<file path="config.mk">
export PLATFORM = sky130hd
export DESIGN_NAME = rbt_regbank
export DESIGN_NICKNAME = d
export VERILOG_FILES = /design/src/rbt_pkg.sv /design/src/rbt_debounce.sv /design/src/rbt_regbank.sv
export SDC_FILE = /design/constraint.sdc
export NUM_CORES = 1
export LEC_CHECK = 0
export BUFFER_PORTS_ARGS = -buffer_cell sky130_fd_sc_hd__clkbuf_2
export CORE_MARGIN = 5
export CORE_UTILIZATION = 50
export DETAILED_ROUTE_END_ITERATION = 12
export HOLD_SLACK_MARGIN = 0.08
export PLACE_DENSITY = 0.69
export SETUP_SLACK_MARGIN = 0.2
export SLEW_MARGIN = 20
export SYNTH_ARGS = -nofsm -noshare
export SYNTH_HDL_FRONTEND = slang
export SYNTH_SLANG_ARGS = --single-unit
</file>
<file path="constraint.sdc">
create_clock -name clk -period 2.12 [get_ports clk]
set_input_delay 0 -clock clk [delete_from_list [all_inputs] [get_ports clk]]
set_output_delay 0 -clock clk [all_outputs]
set_load 0.005 [all_outputs]
</file>
<file path="src/rbt_pkg.sv">
/*
 Package for the reset/interrupt mask bank and button hold timer.
 Assumes a 125 MHz clock and byte-wide register access at 7-bit offsets.
*/
`default_nettype none
package rbt_pkg;
	localparam logic [6:0] OFS_RST_MASK_A = 7'h11;
	localparam logic [6:0] OFS_RST_MASK_B = 7'h12;
	localparam logic [6:0] OFS_TOP_MASK = 7'h13;
	localparam logic [6:0] OFS_BTN_CFG = 7'h14;
	localparam logic [6:0] OFS_BTN_STATE = 7'h15;
	localparam logic [7:0] RST_RST_MASK_A = 8'h30;
	localparam logic [7:0] RST_RST_MASK_B = 8'h02;
	localparam logic [7:0] RST_TOP_MASK = 8'ha5;
	localparam logic [7:0] RST_BTN_CFG = 8'h1f;
	localparam logic [7:0] RST_BTN_STATE = 8'h00;
	// Writable bits of each mask register
	localparam logic [7:0] WMASK_RST_A = 8'h30;
	localparam logic [7:0] WMASK_RST_B = 8'h02;
	localparam logic [7:0] WMASK_TOP = 8'ha5;
	localparam int BIT_FORCED_MASK = 5;
	localparam int BIT_REGFAULT_MASK = 4;
	localparam int BIT_OVERTEMP_MASK = 1;
	localparam int BIT_RESET_GRP = 7;
	localparam int BIT_MONITOR_GRP = 5;
	localparam int BIT_SUPPLY_GRP = 2;
	localparam int BIT_BUTTON_GRP = 0;
	localparam int BIT_DEBOUNCE_BYPASS = 7;
	localparam int BIT_HOLD_CLEAR = 6;
	localparam int BIT_BUTTON_LEVEL = 6;
	localparam int CLK_HZ = 125000000;
	localparam int DEBOUNCE_MS = 30;
	localparam int DEBOUNCE_CYC = CLK_HZ / 1000 * DEBOUNCE_MS;
	localparam int SECOND_CYC = CLK_HZ;
endpackage : rbt_pkg
`default_nettype wire

</file>
<file path="src/rbt_debounce.sv">
/*
 Button debouncer: output follows the input once it has been stable
 for the given number of cycles, or on the next clock when bypassed.
 Assumes the button input is already synchronous to clk.
*/
`timescale 1ns/1ps
`default_nettype none
module rbt_debounce #(
	parameter int STABLE_CYC = 3750000
) (
	input wire logic clk, // Clock
	input wire logic rst, // Sync reset, active high
	input wire logic bypass, // 1 passes input through one register, unfiltered
	input wire logic btn_in, // Raw level, 0 while held
	output logic btn_out // Filtered level, 0 while held
);
	logic [31:0] cnt_reg;
	logic [31:0] cnt_next;
	logic out_reg;
	logic out_next;

	always_comb begin
		cnt_next = 32'h0;
		out_next = out_reg;
		if (bypass) begin
			out_next = btn_in;
		end else if (btn_in != out_reg) begin
			if (cnt_reg >= 32'(STABLE_CYC - 1)) begin
				out_next = btn_in;
			end else begin
				cnt_next = cnt_reg + 32'h1;
			end
		end
	end

	always_ff @(posedge clk) begin
		if (rst) begin
			cnt_reg <= 32'h0;
			out_reg <= 1'b1;
		end else begin
			cnt_reg <= cnt_next;
			out_reg <= out_next;
		end
	end

	assign btn_out = out_reg;
endmodule : rbt_debounce
`default_nettype wire

</file>
<file path="src/rbt_regbank.sv">
/*
 Mask registers for reset causes and top-level interrupt groups, plus the
 power button hold timer that forces an emergency reset.
 Assumes a byte register port driven by an external serial host decoder,
 and event inputs synchronous to clk.
*/
//
// Functional notes
// Button-forced reset mask, bit 5, reset 1
// Regulator-fault reset mask, bit 4, reset 1
// Overtemperature reset mask at 0x12 bit 1
// Reset group mask bit 7, reset masked
// Monitor group mask bit 5, reset masked
// Supply source group mask bit 2
// Button group mask bit 0
// Debounce 30 ms unless bypass bit set
// Writing hold clear resets counter, self-clears
// Hold threshold seconds, 0..63, reset 31
// Status shows button level, 0 held
// Status shows held seconds, reset zero
// Threshold reached sets button-forced reset flag
// Critical temperature forces shutdown, sets flag
// Masked sources record flags, no interrupt
// Reserved zero; counter runs while held only
`timescale 1ns/1ps
`default_nettype none
module rbt_regbank #(
	parameter int SECOND_CYC = rbt_pkg::SECOND_CYC,
	parameter int DEBOUNCE_CYC = rbt_pkg::DEBOUNCE_CYC
) (
	input wire logic clk, // Clock, 125 MHz
	input wire logic rst, // Sync reset, active high
	input wire logic [6:0] reg_addr, // Register offset
	input wire logic reg_wr, // Write strobe, one cycle
	input wire logic [7:0] reg_wdata, // Write data
	output logic [7:0] reg_rdata, // Read data, registered
	input wire logic button_n, // Button pin, 0 while held
	input wire logic overtemp_event, // Critical temperature pulse
	input wire logic regfault_event, // Regulator fault reset pulse
	input wire logic monitor_group_pend, // Monitor group pending
	input wire logic supply_group_pend, // Supply group pending
	input wire logic button_group_pend, // Button group pending
	input wire logic flag_clear_forced, // Clear forced-reset flag
	input wire logic flag_clear_overtemp, // Clear overtemp flag
	input wire logic flag_clear_regfault, // Clear regfault flag
	output logic button_forced_reset_flag, // Forced by hold timer
	output logic overtemp_shutdown_flag, // Critical temp seen
	output logic regulator_fault_flag, // Regulator fault seen
	output logic emergency_reset, // Emergency reset/shutdown pulse
	output logic irq // Combined interrupt, active high
);
	logic [7:0] mask_a_reg, mask_a_next;
	logic [7:0] mask_b_reg, mask_b_next;
	logic [7:0] top_reg, top_next;
	logic [7:0] cfg_reg, cfg_next;
	logic [5:0] held_reg, held_next;
	logic [31:0] sec_reg, sec_next;
	logic fired_reg, fired_next;
	logic fco_reg, fco_next;
	logic ot_reg, ot_next;
	logic vr_reg, vr_next;
	logic erst_reg, erst_next;
	logic [7:0] rdata_reg, rdata_next;
	logic btn_db;
	logic trip;

	function automatic logic [7:0] wr_masked(input logic [7:0] old,
		input logic [7:0] data, input logic [7:0] wm);
		wr_masked = (old & ~wm) | (data & wm);
	endfunction : wr_masked

	////////////////////////////////////////////////////////////////////
	// Debounce
	rbt_debounce #(
		.STABLE_CYC(DEBOUNCE_CYC)
	) u_deb (
		.clk(clk),
		.rst(rst),
		.bypass(cfg_reg[rbt_pkg::BIT_DEBOUNCE_BYPASS]),
		.btn_in(button_n),
		.btn_out(btn_db)
	);

	////////////////////////////////////////////////////////////////////
	// Registers
	always_comb begin
		mask_a_next = mask_a_reg;
		mask_b_next = mask_b_reg;
		top_next = top_reg;
		cfg_next = cfg_reg;
		// Self-clearing: a stored clear lasts exactly one cycle
		cfg_next[rbt_pkg::BIT_HOLD_CLEAR] = 1'b0;
		if (reg_wr) begin
			case (reg_addr)
				rbt_pkg::OFS_RST_MASK_A: mask_a_next = wr_masked(mask_a_reg,
					reg_wdata, rbt_pkg::WMASK_RST_A);
				rbt_pkg::OFS_RST_MASK_B: mask_b_next = wr_masked(mask_b_reg,
					reg_wdata, rbt_pkg::WMASK_RST_B);
				rbt_pkg::OFS_TOP_MASK: top_next = wr_masked(top_reg,
					reg_wdata, rbt_pkg::WMASK_TOP);
				rbt_pkg::OFS_BTN_CFG: cfg_next = reg_wdata;
				default: ;
			endcase
		end
	end

	////////////////////////////////////////////////////////////////////
	// Hold timer
	// Threshold 0 trips as soon as the debounced button goes low
	assign trip = !btn_db && !fired_reg
		&& (held_reg >= cfg_reg[5:0]);

	always_comb begin
		held_next = held_reg;
		sec_next = sec_reg;
		fired_next = fired_reg;
		if (cfg_reg[rbt_pkg::BIT_HOLD_CLEAR] || btn_db) begin
			// Release or clear restarts the count and rearms the trip
			held_next = 6'h0;
			sec_next = 32'h0;
			fired_next = 1'b0;
		end else begin
			if (trip) begin
				fired_next = 1'b1;
			end
			if (sec_reg >= 32'(SECOND_CYC - 1)) begin
				sec_next = 32'h0;
				// Saturate rather than wrap past 63 s
				if (held_reg != 6'h3f) begin
					held_next = held_reg + 6'h1;
				end
			end else begin
				sec_next = sec_reg + 32'h1;
			end
		end
	end

	////////////////////////////////////////////////////////////////////
	// Flags, set wins over clear
	always_comb begin
		fco_next = trip | (fco_reg & ~flag_clear_forced);
		ot_next = overtemp_event | (ot_reg & ~flag_clear_overtemp);
		vr_next = regfault_event | (vr_reg & ~flag_clear_regfault);
		erst_next = trip | overtemp_event;
	end

	always_comb begin
		case (reg_addr)
			rbt_pkg::OFS_RST_MASK_A: rdata_next = mask_a_reg;
			rbt_pkg::OFS_RST_MASK_B: rdata_next = mask_b_reg;
			rbt_pkg::OFS_TOP_MASK: rdata_next = top_reg;
			rbt_pkg::OFS_BTN_CFG: rdata_next = cfg_reg;
			rbt_pkg::OFS_BTN_STATE: rdata_next = {1'b0, btn_db,
				held_reg};
			default: rdata_next = 8'h00;
		endcase
	end

	always_ff @(posedge clk) begin
		if (rst) begin
			mask_a_reg <= rbt_pkg::RST_RST_MASK_A;
			mask_b_reg <= rbt_pkg::RST_RST_MASK_B;
			top_reg <= rbt_pkg::RST_TOP_MASK;
			cfg_reg <= rbt_pkg::RST_BTN_CFG;
			held_reg <= 6'h0;
			sec_reg <= 32'h0;
			fired_reg <= 1'b0;
			fco_reg <= 1'b0;
			ot_reg <= 1'b0;
			vr_reg <= 1'b0;
			erst_reg <= 1'b0;
			rdata_reg <= rbt_pkg::RST_BTN_STATE;
		end else begin
			mask_a_reg <= mask_a_next;
			mask_b_reg <= mask_b_next;
			top_reg <= top_next;
			cfg_reg <= cfg_next;
			held_reg <= held_next;
			sec_reg <= sec_next;
			fired_reg <= fired_next;
			fco_reg <= fco_next;
			ot_reg <= ot_next;
			vr_reg <= vr_next;
			erst_reg <= erst_next;
			rdata_reg <= rdata_next;
		end
	end

	////////////////////////////////////////////////////////////////////
	// Interrupt
	logic reset_grp;
	assign reset_grp = (fco_reg & ~mask_a_reg[rbt_pkg::BIT_FORCED_MASK])
		| (vr_reg & ~mask_a_reg[rbt_pkg::BIT_REGFAULT_MASK])
		| (ot_reg & ~mask_b_reg[rbt_pkg::BIT_OVERTEMP_MASK]);
	assign irq = (reset_grp & ~top_reg[rbt_pkg::BIT_RESET_GRP])
		| (monitor_group_pend & ~top_reg[rbt_pkg::BIT_MONITOR_GRP])
		| (supply_group_pend & ~top_reg[rbt_pkg::BIT_SUPPLY_GRP])
		| (button_group_pend & ~top_reg[rbt_pkg::BIT_BUTTON_GRP]);

	assign reg_rdata = rdata_reg;
	assign button_forced_reset_flag = fco_reg;
	assign overtemp_shutdown_flag = ot_reg;
	assign regulator_fault_flag = vr_reg;
	assign emergency_reset = erst_reg;

	////////////////////////////////////////////////////////////////////
	// Assertions
	property p_mask_a_reserved;
		@(posedge clk) disable iff (rst)
		(mask_a_reg & ~rbt_pkg::WMASK_RST_A) == 8'h00;
	endproperty
	a_mask_a_reserved: assert property (p_mask_a_reserved)
		else $error("reserved mask bits set");

	property p_clear_self;
		@(posedge clk) disable iff (rst)
		cfg_reg[rbt_pkg::BIT_HOLD_CLEAR] |=>
			!cfg_reg[rbt_pkg::BIT_HOLD_CLEAR]
			|| $past(reg_wr && reg_addr == rbt_pkg::OFS_BTN_CFG
			&& reg_wdata[rbt_pkg::BIT_HOLD_CLEAR]);
	endproperty
	a_clear_self: assert property (p_clear_self)
		else $error("hold clear did not self clear");

	property p_clear_zero;
		@(posedge clk) disable iff (rst)
		cfg_reg[rbt_pkg::BIT_HOLD_CLEAR] |=> held_reg == 6'h0;
	endproperty
	a_clear_zero: assert property (p_clear_zero)
		else $error("held count not cleared");

	property p_release_zero;
		@(posedge clk) disable iff (rst)
		btn_db |=> held_reg == 6'h0;
	endproperty
	a_release_zero: assert property (p_release_zero)
		else $error("held count not stopped on release");

	property p_trip_flag;
		@(posedge clk) disable iff (rst)
		trip |=> fco_reg && emergency_reset;
	endproperty
	a_trip_flag: assert property (p_trip_flag)
		else $error("forced reset flag missing");

	property p_overtemp;
		@(posedge clk) disable iff (rst)
		overtemp_event |=> ot_reg && emergency_reset;
	endproperty
	a_overtemp: assert property (p_overtemp)
		else $error("overtemp flag missing");

	property p_masked_quiet;
		@(posedge clk) disable iff (rst)
		(top_reg == 8'ha5) |-> !irq;
	endproperty
	a_masked_quiet: assert property (p_masked_quiet)
		else $error("irq with all groups masked");

	property p_status_read;
		@(posedge clk) disable iff (rst)
		reg_addr == rbt_pkg::OFS_BTN_STATE |=>
			reg_rdata == {1'b0, $past(btn_db), $past(held_reg)};
	endproperty
	a_status_read: assert property (p_status_read)
		else $error("status readback wrong");

	c_trip: cover property (@(posedge clk) disable iff (rst) trip);
	c_irq: cover property (@(posedge clk) disable iff (rst) irq);
	c_clear: cover property (@(posedge clk) disable iff (rst)
		cfg_reg[rbt_pkg::BIT_HOLD_CLEAR]);
endmodule : rbt_regbank
`default_nettype wire

</file>
# ---- After elaboration in Yosys (flattened, before gate mapping)
# Cells that the tools add are included.
dict set report op_classes {
  n_addsub 3
  n_lt_le_gt_ge 3
  eq_ne 7
  mux 4
  bitwise_logic 35
  n_reduce_logical 17
}
# cell count
set ops {}
lappend ops {{$add 32x1->32 const B} 2}
lappend ops {{$pmux 8 s5} 1}
lappend ops {{$eq 7x5->1 const B} 5}
lappend ops {{$ge 32x22->1 const B} 1}
lappend ops {{$ge 32x27->1 const B} 1}
lappend ops {{$not 1->1} 13}
lappend ops {{$reduce_and 2->1} 6}
lappend ops {{$and 1x1->1} 10}
lappend ops {{$or 1x1->1} 9}
lappend ops {{$or 7x8->8} 1}
lappend ops {{$or 8x2->8} 1}
lappend ops {{$or 8x6->8} 1}
lappend ops {{$add 6x1->6 const B} 1}
lappend ops {{$ge 6x6->1} 1}
lappend ops {{$ne 6x6->1 const B} 1}
lappend ops {{$reduce_or 3->1} 2}
lappend ops {{$reduce_bool 2->1} 2}
lappend ops {{$reduce_or 4->1} 1}
lappend ops {{$mux 1} 3}
lappend ops {{$logic_and 1x1->1} 2}
lappend ops {{$logic_not 1->1} 2}
lappend ops {{$reduce_or 2->1} 1}
lappend ops {{$logic_or 1x1->1} 1}
lappend ops {{$ne 1x1->1} 1}
dict set report word_totals {
  regBits 116
  in_bits 27
  out_inout_bits 13
  wordCells 84
}

# ---- Depth between registers and ports, before layout
# Gate-level depths: netlist (run 1).
dict set report depth {
  word_depth 8
  ltp_mapped 8
  mapped_depth_nobuf 8
}

# ---- Cells and area by module
# Synthesis (run 1) repeated with hierarchy kept, for this count alone.
dict set report unflattened {
  cells_unflattened 461
  hier_area_um2 4314.1
}
# module instances cells_each area_per_inst_um2 seq_area_each_um2
set modules_own_cells {}
lappend modules_own_cells {rbt_regbank 1 328 3059.2 1321.3}
lappend modules_own_cells {rbt_debounce 1 133 1255.0 660.6}

# ---- Worst setup path after synthesis (run 1)
# No wires, ideal clock.
dict set report synth_path {
  path_kind {flip-flop to flip-flop}
  start {register u_deb.cnt_reg[0]}
  end {register u_deb.cnt_reg[21]}
  setup_time_ns 0.064
  arrival_ns 1.784
  required_time_ns 2.056
  setup_slack_ns 0.272
  stages_incl_launch_ff 9
  path_buffers 1
  period_less_slack_ns 1.848
  path_cell_list {dfxtp_1 -> ha_1 -> a31oi_1 -> o21ai_1 -> a211o_1 -> a311oi_2 -> nand2_2 -> buf_6 -> nor2_1}
}
dict set report synth_via {
  elab_chain_len 2
  elab_cells_between_ends 3
  classes_between {add/sub: 1; order compare: 1; reduce/logical: 1}
}
# item line
set synth_lines {}
lappend synth_lines {{start: declaration} rbt_debounce.sv:17} ;# logic [31:0] cnt_reg;
lappend synth_lines {{start signal: assignment} rbt_debounce.sv:41} ;# cnt_reg <= cnt_next;
lappend synth_lines {{$ge 32x22->1} rbt_debounce.sv:28} ;# if (cnt_reg >= 32'(STABLE_CYC - 1)) begin
lappend synth_lines {{$reduce_or 4->1 (no source line)} --}
# Parallel ways exist; a longest one is shown, timed or not.
# A chain may end at the register's enable or synchronous reset.

# ---- Final worst setup path (run 1)
# Ends and elaborated chain as after synthesis.

==> metrics.csv, run 1 <==
stage;metric;value;unit
critical_path;reg2reg start;u_deb.cnt_reg[0];
route;Routed Wire Length;8720;um
global_routing;vias in the first global route;3208;
cells_and_area;area of the multi-input gates;2200;sq um
power;switching part of the total power;20.3;%
timing;clk_skew;15.8;ps
floorplan;io pins;40;
worst_hold_path;Worst Min Path Start;reg_addr[2];
place;Placed Cells;617;
clock_network;Clock Sinks;99;
power;leakage;2.11;nW
place;GPL Wtd Cong;0.813;
outcome;status;finished, final reports clean;
synth;Primary FF master, synth;dfxtp_1;
route;initial detailed-routing violation count;104;
power;pwr dens;662;nW/um^2
critical_path;critical path class;reg2reg;
clock_network;Clock transition at path regs;90;ps
power;Clk network pwr share;40.7;%
critical_path;Req. time, crit path;2410;ps
global_routing;GR Util All Layers;17.4;%
place;HPWL Detailed;5780;um
floorplan;DIE AREA;10200;sq um
cells_and_area;Layout area overhead;24.7;%
timing;final hold vios;0;
cells_and_area;commonest cells after routing, fill and taps aside;dfxtp_1, nor2_1, nand2_1;
power;combinational group share of total power;3.6;%
global_routing;antenna violations before repair;0;
timing;final setup violation count;0;
critical_path;Worst setup SP type;flop;
flow_run;max-capacitance violation count;0;
clock_network;clock root buffer;clkbuf_8;
route;WL/cell;13.2;um
synth;Post-Syn Instances;463;
cells_and_area;Layout Nets;586;
route;ANT nets after route;0;
global_routing;M2 GR Usage;27.9;%
critical_path;RR Endpoint;u_deb.cnt_reg[21];
floorplan;Core Region;8130;sq um
place;Port-buffer cells;39;
cells_and_area;share of layout cells above drive strength 1;19.3;%
timing;FMAX;510;MHz
worst_hold_path;HP Class;in2reg;
clock_network;TritonCTS Buffers;9;
global_routing;M1 GR Usage;22.6;%
synth;warnings from Yosys;0;
power;Reg power frac;55.7;%
synth;EDFF count, synth;0;
global_routing;pin count of the biggest net entering global routing;23;
timing;Final Critical Period;1960;ps
power;sw power;0.690;mW
cells_and_area;Post-Layout Cell Count;660;
synth;Syn Area/Cell;8.90;sq um
cells_and_area;Reg area;1990;sq um
route;Remaining DRCs;0;
critical_path;R2R setup slack;160;ps
critical_path;Worst EP arrival;2250;ps
synth;part of the Yosys area used for sequential elements;48.1;%
clock_network;CTS tree;built;
global_routing;first-pass GRT wire length;14300;um
timing;max-slew violation count;0;
synth;Unique masters post-synth;48;
critical_path;worst r2r path cells;8;
critical_path;Crit. End Element;flop;
worst_hold_path;Worst Hold Path EP;reg_rdata[4];
timing;final worst path period share;92.5;%
critical_path;crit-path max FO;6;
route;Pre-antenna DRT Iters;4;
route;via/cell ratio;5.13;
cells_and_area;diode count;0;
global_routing;global routing's busiest layer;met2;
cells_and_area;fillcell total;670;
timing;Worst Max-Slew Pin Slew;664;ps
power;maximum VDD drop;0.402;mV
worst_hold_path;hold path depth;5;
timing;RSZ-0062 raised after global routing;yes;
global_routing;met3 Track Usage GR;4.50;%
timing;Rel. slew slack;55.5;%
clock_network;CTS Buffer Depth;2;
global_routing;aggregate global routing overflow;0;
cells_and_area;commonest non-fill, non-tap cell in the layout;dfxtp_1;
floorplan;Core Rows;33;
synth;#FFs+latches synth;99;
cells_and_area;Core Util, Final;63.1;%
power;P_int;2.71;mW
clock_network;worst-skew pair later-pin latency;360;ps
floorplan;Chip Height;101;um
route;vias;3385;
floorplan;Initial Utilization;50.6;%
clock_network;H-tree levels;3;
synth;synthesized cell area;4120;sq um
synth;Async SR Flop Fraction;0;%
floorplan;DIE WIDTH;101;um
==> metrics by stage <==
stage	TNS [ps]	worst slack (ps)	instance area (sq um)	power (mW)	hold WS [ps]
floorplan	0	272	4170	1.98	117
global route	0	90.6	5140	3.52	155
finish	0	158	5140	3.40	142
detailed placement	-1620	-99.8	4480	2.02	220
CTS	0	189	4930	3.42	87.9
global placement	0	32.2	4480	2.02	209
==> cell type report <==
class / instances / share of cell area [%]
tap: 105 / 2.56
timing repair buffer: 72 / 9.67
clock inverter: 3 / 1.34
clock buffer: 13 / 3.29
multi-input combinational: 348 / 42.9
sequential: 99 / 38.8
inverter: 20 / 1.46
==> layer usage <==
| metal | share of wire (%) | up-vias |
|---|---|---|
| li1 | - | 1748 |
| met1 | 47 | 1555 |
| met2 | 46 | 67 |
| met3 | 4.4 | 15 |
| met4 | 2.1 | 0 |
| met5 | 0 | - |
==> power groups by stage <==
stage / Sequential (mW) / Clock [mW] / Combinational (mW)
global route: 1.89 / 1.49 / 0.135
global placement: 1.93 / 0 / 0.0836
finish: 1.89 / 1.38 / 0.122
CTS: 1.89 / 1.41 / 0.113
detailed placement: 1.94 / 0 / 0.0849
floorplan: 1.93 / 0 / 0.0437
==> cell usage after synthesis (4+ instances only) <==
| cell type | count | share of area [%] |
|---|---|---|
| nand3_1 | 26 | 3.2 |
| ha_1 | 9 | 2.7 |
| nand4_1 | 5 | 0.76 |
| buf_6 | 4 | 1.1 |
| xor2_1 | 26 | 5.5 |
| inv_1 | 20 | 1.8 |
| or3_1 | 4 | 0.61 |
| xnor2_1 | 18 | 3.8 |
| a21oi_1 | 18 | 2.2 |
| clkbuf_1 | 7 | 0.64 |
| nand2_1 | 40 | 3.6 |
| and3_1 | 24 | 3.6 |
| nor2_1 | 74 | 6.7 |
| nor3_1 | 7 | 0.85 |
| a222oi_1 | 5 | 1.2 |
| a211o_1 | 8 | 1.7 |
| nand3b_1 | 6 | 1.1 |
| o21ai_0 | 12 | 1.5 |
| dfxtp_1 | 99 | 48 |
==> critical path, cell delays in order (launching register included) <==
cell and delay, ps:
dfxtp_4 370, ha_4 180, a31oi_4 140, o21ai_2 80
a211o_1 340, a311oi_4 340, buf_4 200, nand2_4 100
nor2_1 150
==> worst max path at each step <==
stage	depth (start not counted)	startpoint	to	slack (ps)
detailed placement	7	sec_reg[1]	sec_reg[7]	-100
global route	8	u_deb.cnt_reg[0]	u_deb.cnt_reg[0]	90
floorplan	8	u_deb.cnt_reg[0]	u_deb.cnt_reg[21]	270
global placement	7	u_deb.cnt_reg[0]	u_deb.cnt_reg[13]	30
finish	8	u_deb.cnt_reg[0]	u_deb.cnt_reg[21]	160
CTS	7	sec_reg[30]	held_reg[1]	190
==> what timing repair did <==
action,4_1_cts,5_1_grt
buffers inserted,0,5
hold buffers,16,1
pin swaps,5,25
hold endpoints to repair,21,1
setup endpoints to repair,50,58
gates resized for setup,6,40
cloned,2,3
==> logic make-up (layout without fill, tap and decap cells) <==
logic type | count (synthesis) | count (layout) | share of synthesized area (%)
fa+ha+maj | 9 | 9 | 2.73
mux | 2 | 2 | 0.486
compound gates | 63 | 65 | 10.3
xor+xnor | 44 | 44 | 9.36
buf+inv | 34 | 108 | 4.04
flops | 99 | 99 | 48.1
other cells | 1 | 15 | 0.0910
simple gates | 211 | 213 | 24.9
(Power assumes the default switching activity.)
==> run 2: changes to the inputs <==
- CORE_UTILIZATION: 50 -> 55
- PLACE_DENSITY: 0.69 -> 0.75
==> run 2 against run 1 <==
Effect of this change: cell area is 0.12% higher; core utilization is 7.4 points higher; critical endpoint is now u_deb.cnt_reg[9]; power is 1.2% lower.
==> metrics.csv, run 2 (same netlist as run 1, synthesis figures left out) <==
stage;metric;value;unit;change
floorplan;DIE AREA;9320;sq um;-8.2%
cells_and_area;commonest cells after routing, fill and taps aside;dfxtp_1, nor2_1, nand2_1;;
critical_path;CP Cell Sequence;nor4_2 -> o21ai_2 -> a211o_1 -> a311oi_4 -> buf_6 -> nand2_8 -> nor2_2;;
critical_path;Worst EP arrival;2310;ps;+60 ps
cells_and_area;fillcell total;551;;-18%
cells_and_area;Layout area overhead;24.8;%;
route;ANT nets after route;0;;unchanged
floorplan;DIE WIDTH;96.5;um;-4.2%
route;WL/cell;13.9;um;+5.1%
floorplan;io pins;40;;unchanged
floorplan;Initial Utilization;56.5;%;+5.8 points
route;vias;3480;;+2.8%
critical_path;Req. time, crit path;2430;ps;+20 ps
timing;final hold vios;0;;unchanged
route;Remaining DRCs;0;;unchanged
power;leakage;2.10;nW;-0.48%
critical_path;Worst setup SP type;flop;;
global_routing;aggregate global routing overflow;0;;unchanged
clock_network;worst-skew pair later-pin latency;370;ps;about the same
outcome;status;finished, final reports clean;;
place;HPWL Detailed;5900;um;+2.1%
timing;final worst path period share;94.6;%;+2.0 points
critical_path;crit-path max FO;10;;+4
timing;Min Hold Slack;105;ps;-36.8 ps
place;Port-buffer cells;39;;unchanged
timing;RSZ-0062 raised after global routing;yes;;
power;pwr dens;653;nW/um^2;-1.4%
timing;Final Critical Period;2010;ps;+43.3 ps
route;via/cell ratio;5.31;;+3.6%
flow_run;max-capacitance violation count;0;;unchanged
timing;FMAX;499;MHz;-2.2%
floorplan;Core Rows;31;;-6.1%
cells_and_area;Core Util, Final;70.5;%;+7.4 points
critical_path;CP peak stage delay;370;ps;about the same
clock_network;H-tree levels;3;;unchanged
critical_path;Crit path max-delay family;compound AO/OA/AOI/OAI gates;;
critical_path;critical path class;reg2reg;;
global_routing;GR Util All Layers;19.2;%;+1.8 points
clock_network;Clock transition at path regs;100;ps;about the same
timing;max-slew violation count;0;;unchanged
timing;Worst Max-Slew Pin Slew;915;ps;+251 ps
cells_and_area;diode count;0;;unchanged
clock_network;CTS tree;built;;
global_routing;antenna violations before repair;0;;unchanged
cells_and_area;Layout Nets;588;;+0.34%
cells_and_area;share of layout cells above drive strength 1;19.6;%;+0.33 points
clock_network;Clock Sinks;99;;unchanged
timing;Rel. slew slack;38.8;%;-17 points
timing;final setup violation count;0;;unchanged
clock_network;TritonCTS Buffers;9;;unchanged
global_routing;vias in the first global route;3185;;-0.72%
route;Pre-antenna DRT Iters;6;;+2
worst_hold_path;HP Class;in2reg;;
clock_network;CTS Buffer Depth;2;;unchanged
floorplan;Chip Height;96.5;um;-4.2%
route;initial detailed-routing violation count;148;;+42%
critical_path;Crit-path slowest cell;a311oi_4;;
global_routing;pin count of the biggest net entering global routing;28;;+22%
critical_path;sum of buffers and inverters on the critical path;1;;unchanged
clock_network;clock root buffer;clkbuf_8;;
global_routing;first-pass GRT wire length;14100;um;-1.5%
place;GPL Wtd Cong;0.830;;+2.0%
route;Routed Wire Length;9100;um;+4.3%
critical_path;Crit. End Element;flop;;
cells_and_area;commonest non-fill, non-tap cell in the layout;dfxtp_1;;
cells_and_area;Reg area;1990;sq um;-0.13%
cells_and_area;area of the multi-input gates;2210;sq um;+0.40%
timing;clk_skew;13.6;ps;-2.11 ps
power;maximum VDD drop;0.478;mV;+19%
floorplan;Core Region;7290;sq um;-10%
## run 2: report_power, final
part           internal, mW  switching [mW]
Clock                 0.699           0.639
Sequential             1.88          0.0109
Combinational        0.0653          0.0624
Total                  2.64           0.713
## run 2: what timing repair did
item / in CTS / in global routing
buffers inserted: 1 / 2
resized for setup: 6 / 42
hold buffers: 17 / 0
pin swaps: 4 / 27
endpoints found under the setup margin: 50 / 57
hold endpoints to repair: 26 / 0
cloned: 2 / 2
## run 2: final timing paths
kind                       to  slack [ps]              start  cells past startpoint
max          u_deb.cnt_reg[9]         120  u_deb.cnt_reg[10]                      7
min reg2reg  u_deb.cnt_reg[0]         450   u_deb.cnt_reg[0]                      1
min              reg_rdata[4]         110        reg_addr[2]                      5
max reg2reg  u_deb.cnt_reg[9]         120  u_deb.cnt_reg[10]                      7
## run 2: layout make-up
type	instances	area share (%)
Timing Repair Buffer	75	10.1
Clock buffer	10	2.68
Multi-Input combinational cell	347	43.0
Clock inverter	5	1.65
Inverter	20	1.46
Tap cell	99	2.41
Sequential cell	99	38.7
## run 2: tightest hold or removal path: cells and delay by family
family	cells	cell delay, ps
AND/OR/NAND/NOR	3	210
AO/OA/AOI/OAI	1	80
buffers and inverters	1	150
## run 2: routing by layer
| metal | vias to the layer above | GRT usage, % | part of all wire [%] |
|---|---|---|---|
| li1 | 1752 | - | - |
| met1 | 1605 | 24.1 | 45 |
| met2 | 101 | 32.3 | 47 |
| met3 | 22 | 3.41 | 5.3 |
| met4 | 0 | 8.41 | 2.5 |
| met5 | - | 0 | 0 |
## run 2: stage by stage
step           setup WS [ps]  area (sq um)  cells  setup TNS, ps  power (mW)
6_report                 115          5140    655              0        3.36
5_1_grt                 56.8          5140    655              0        3.47
4_1_cts                  195          4960    651              0        3.37
3_5_place_dp           -9.61          4510    616          -52.0        2.02
3_3_place_gp            68.2          4510    616              0        2.02
2_1_floorplan            272          4170    477              0        1.98
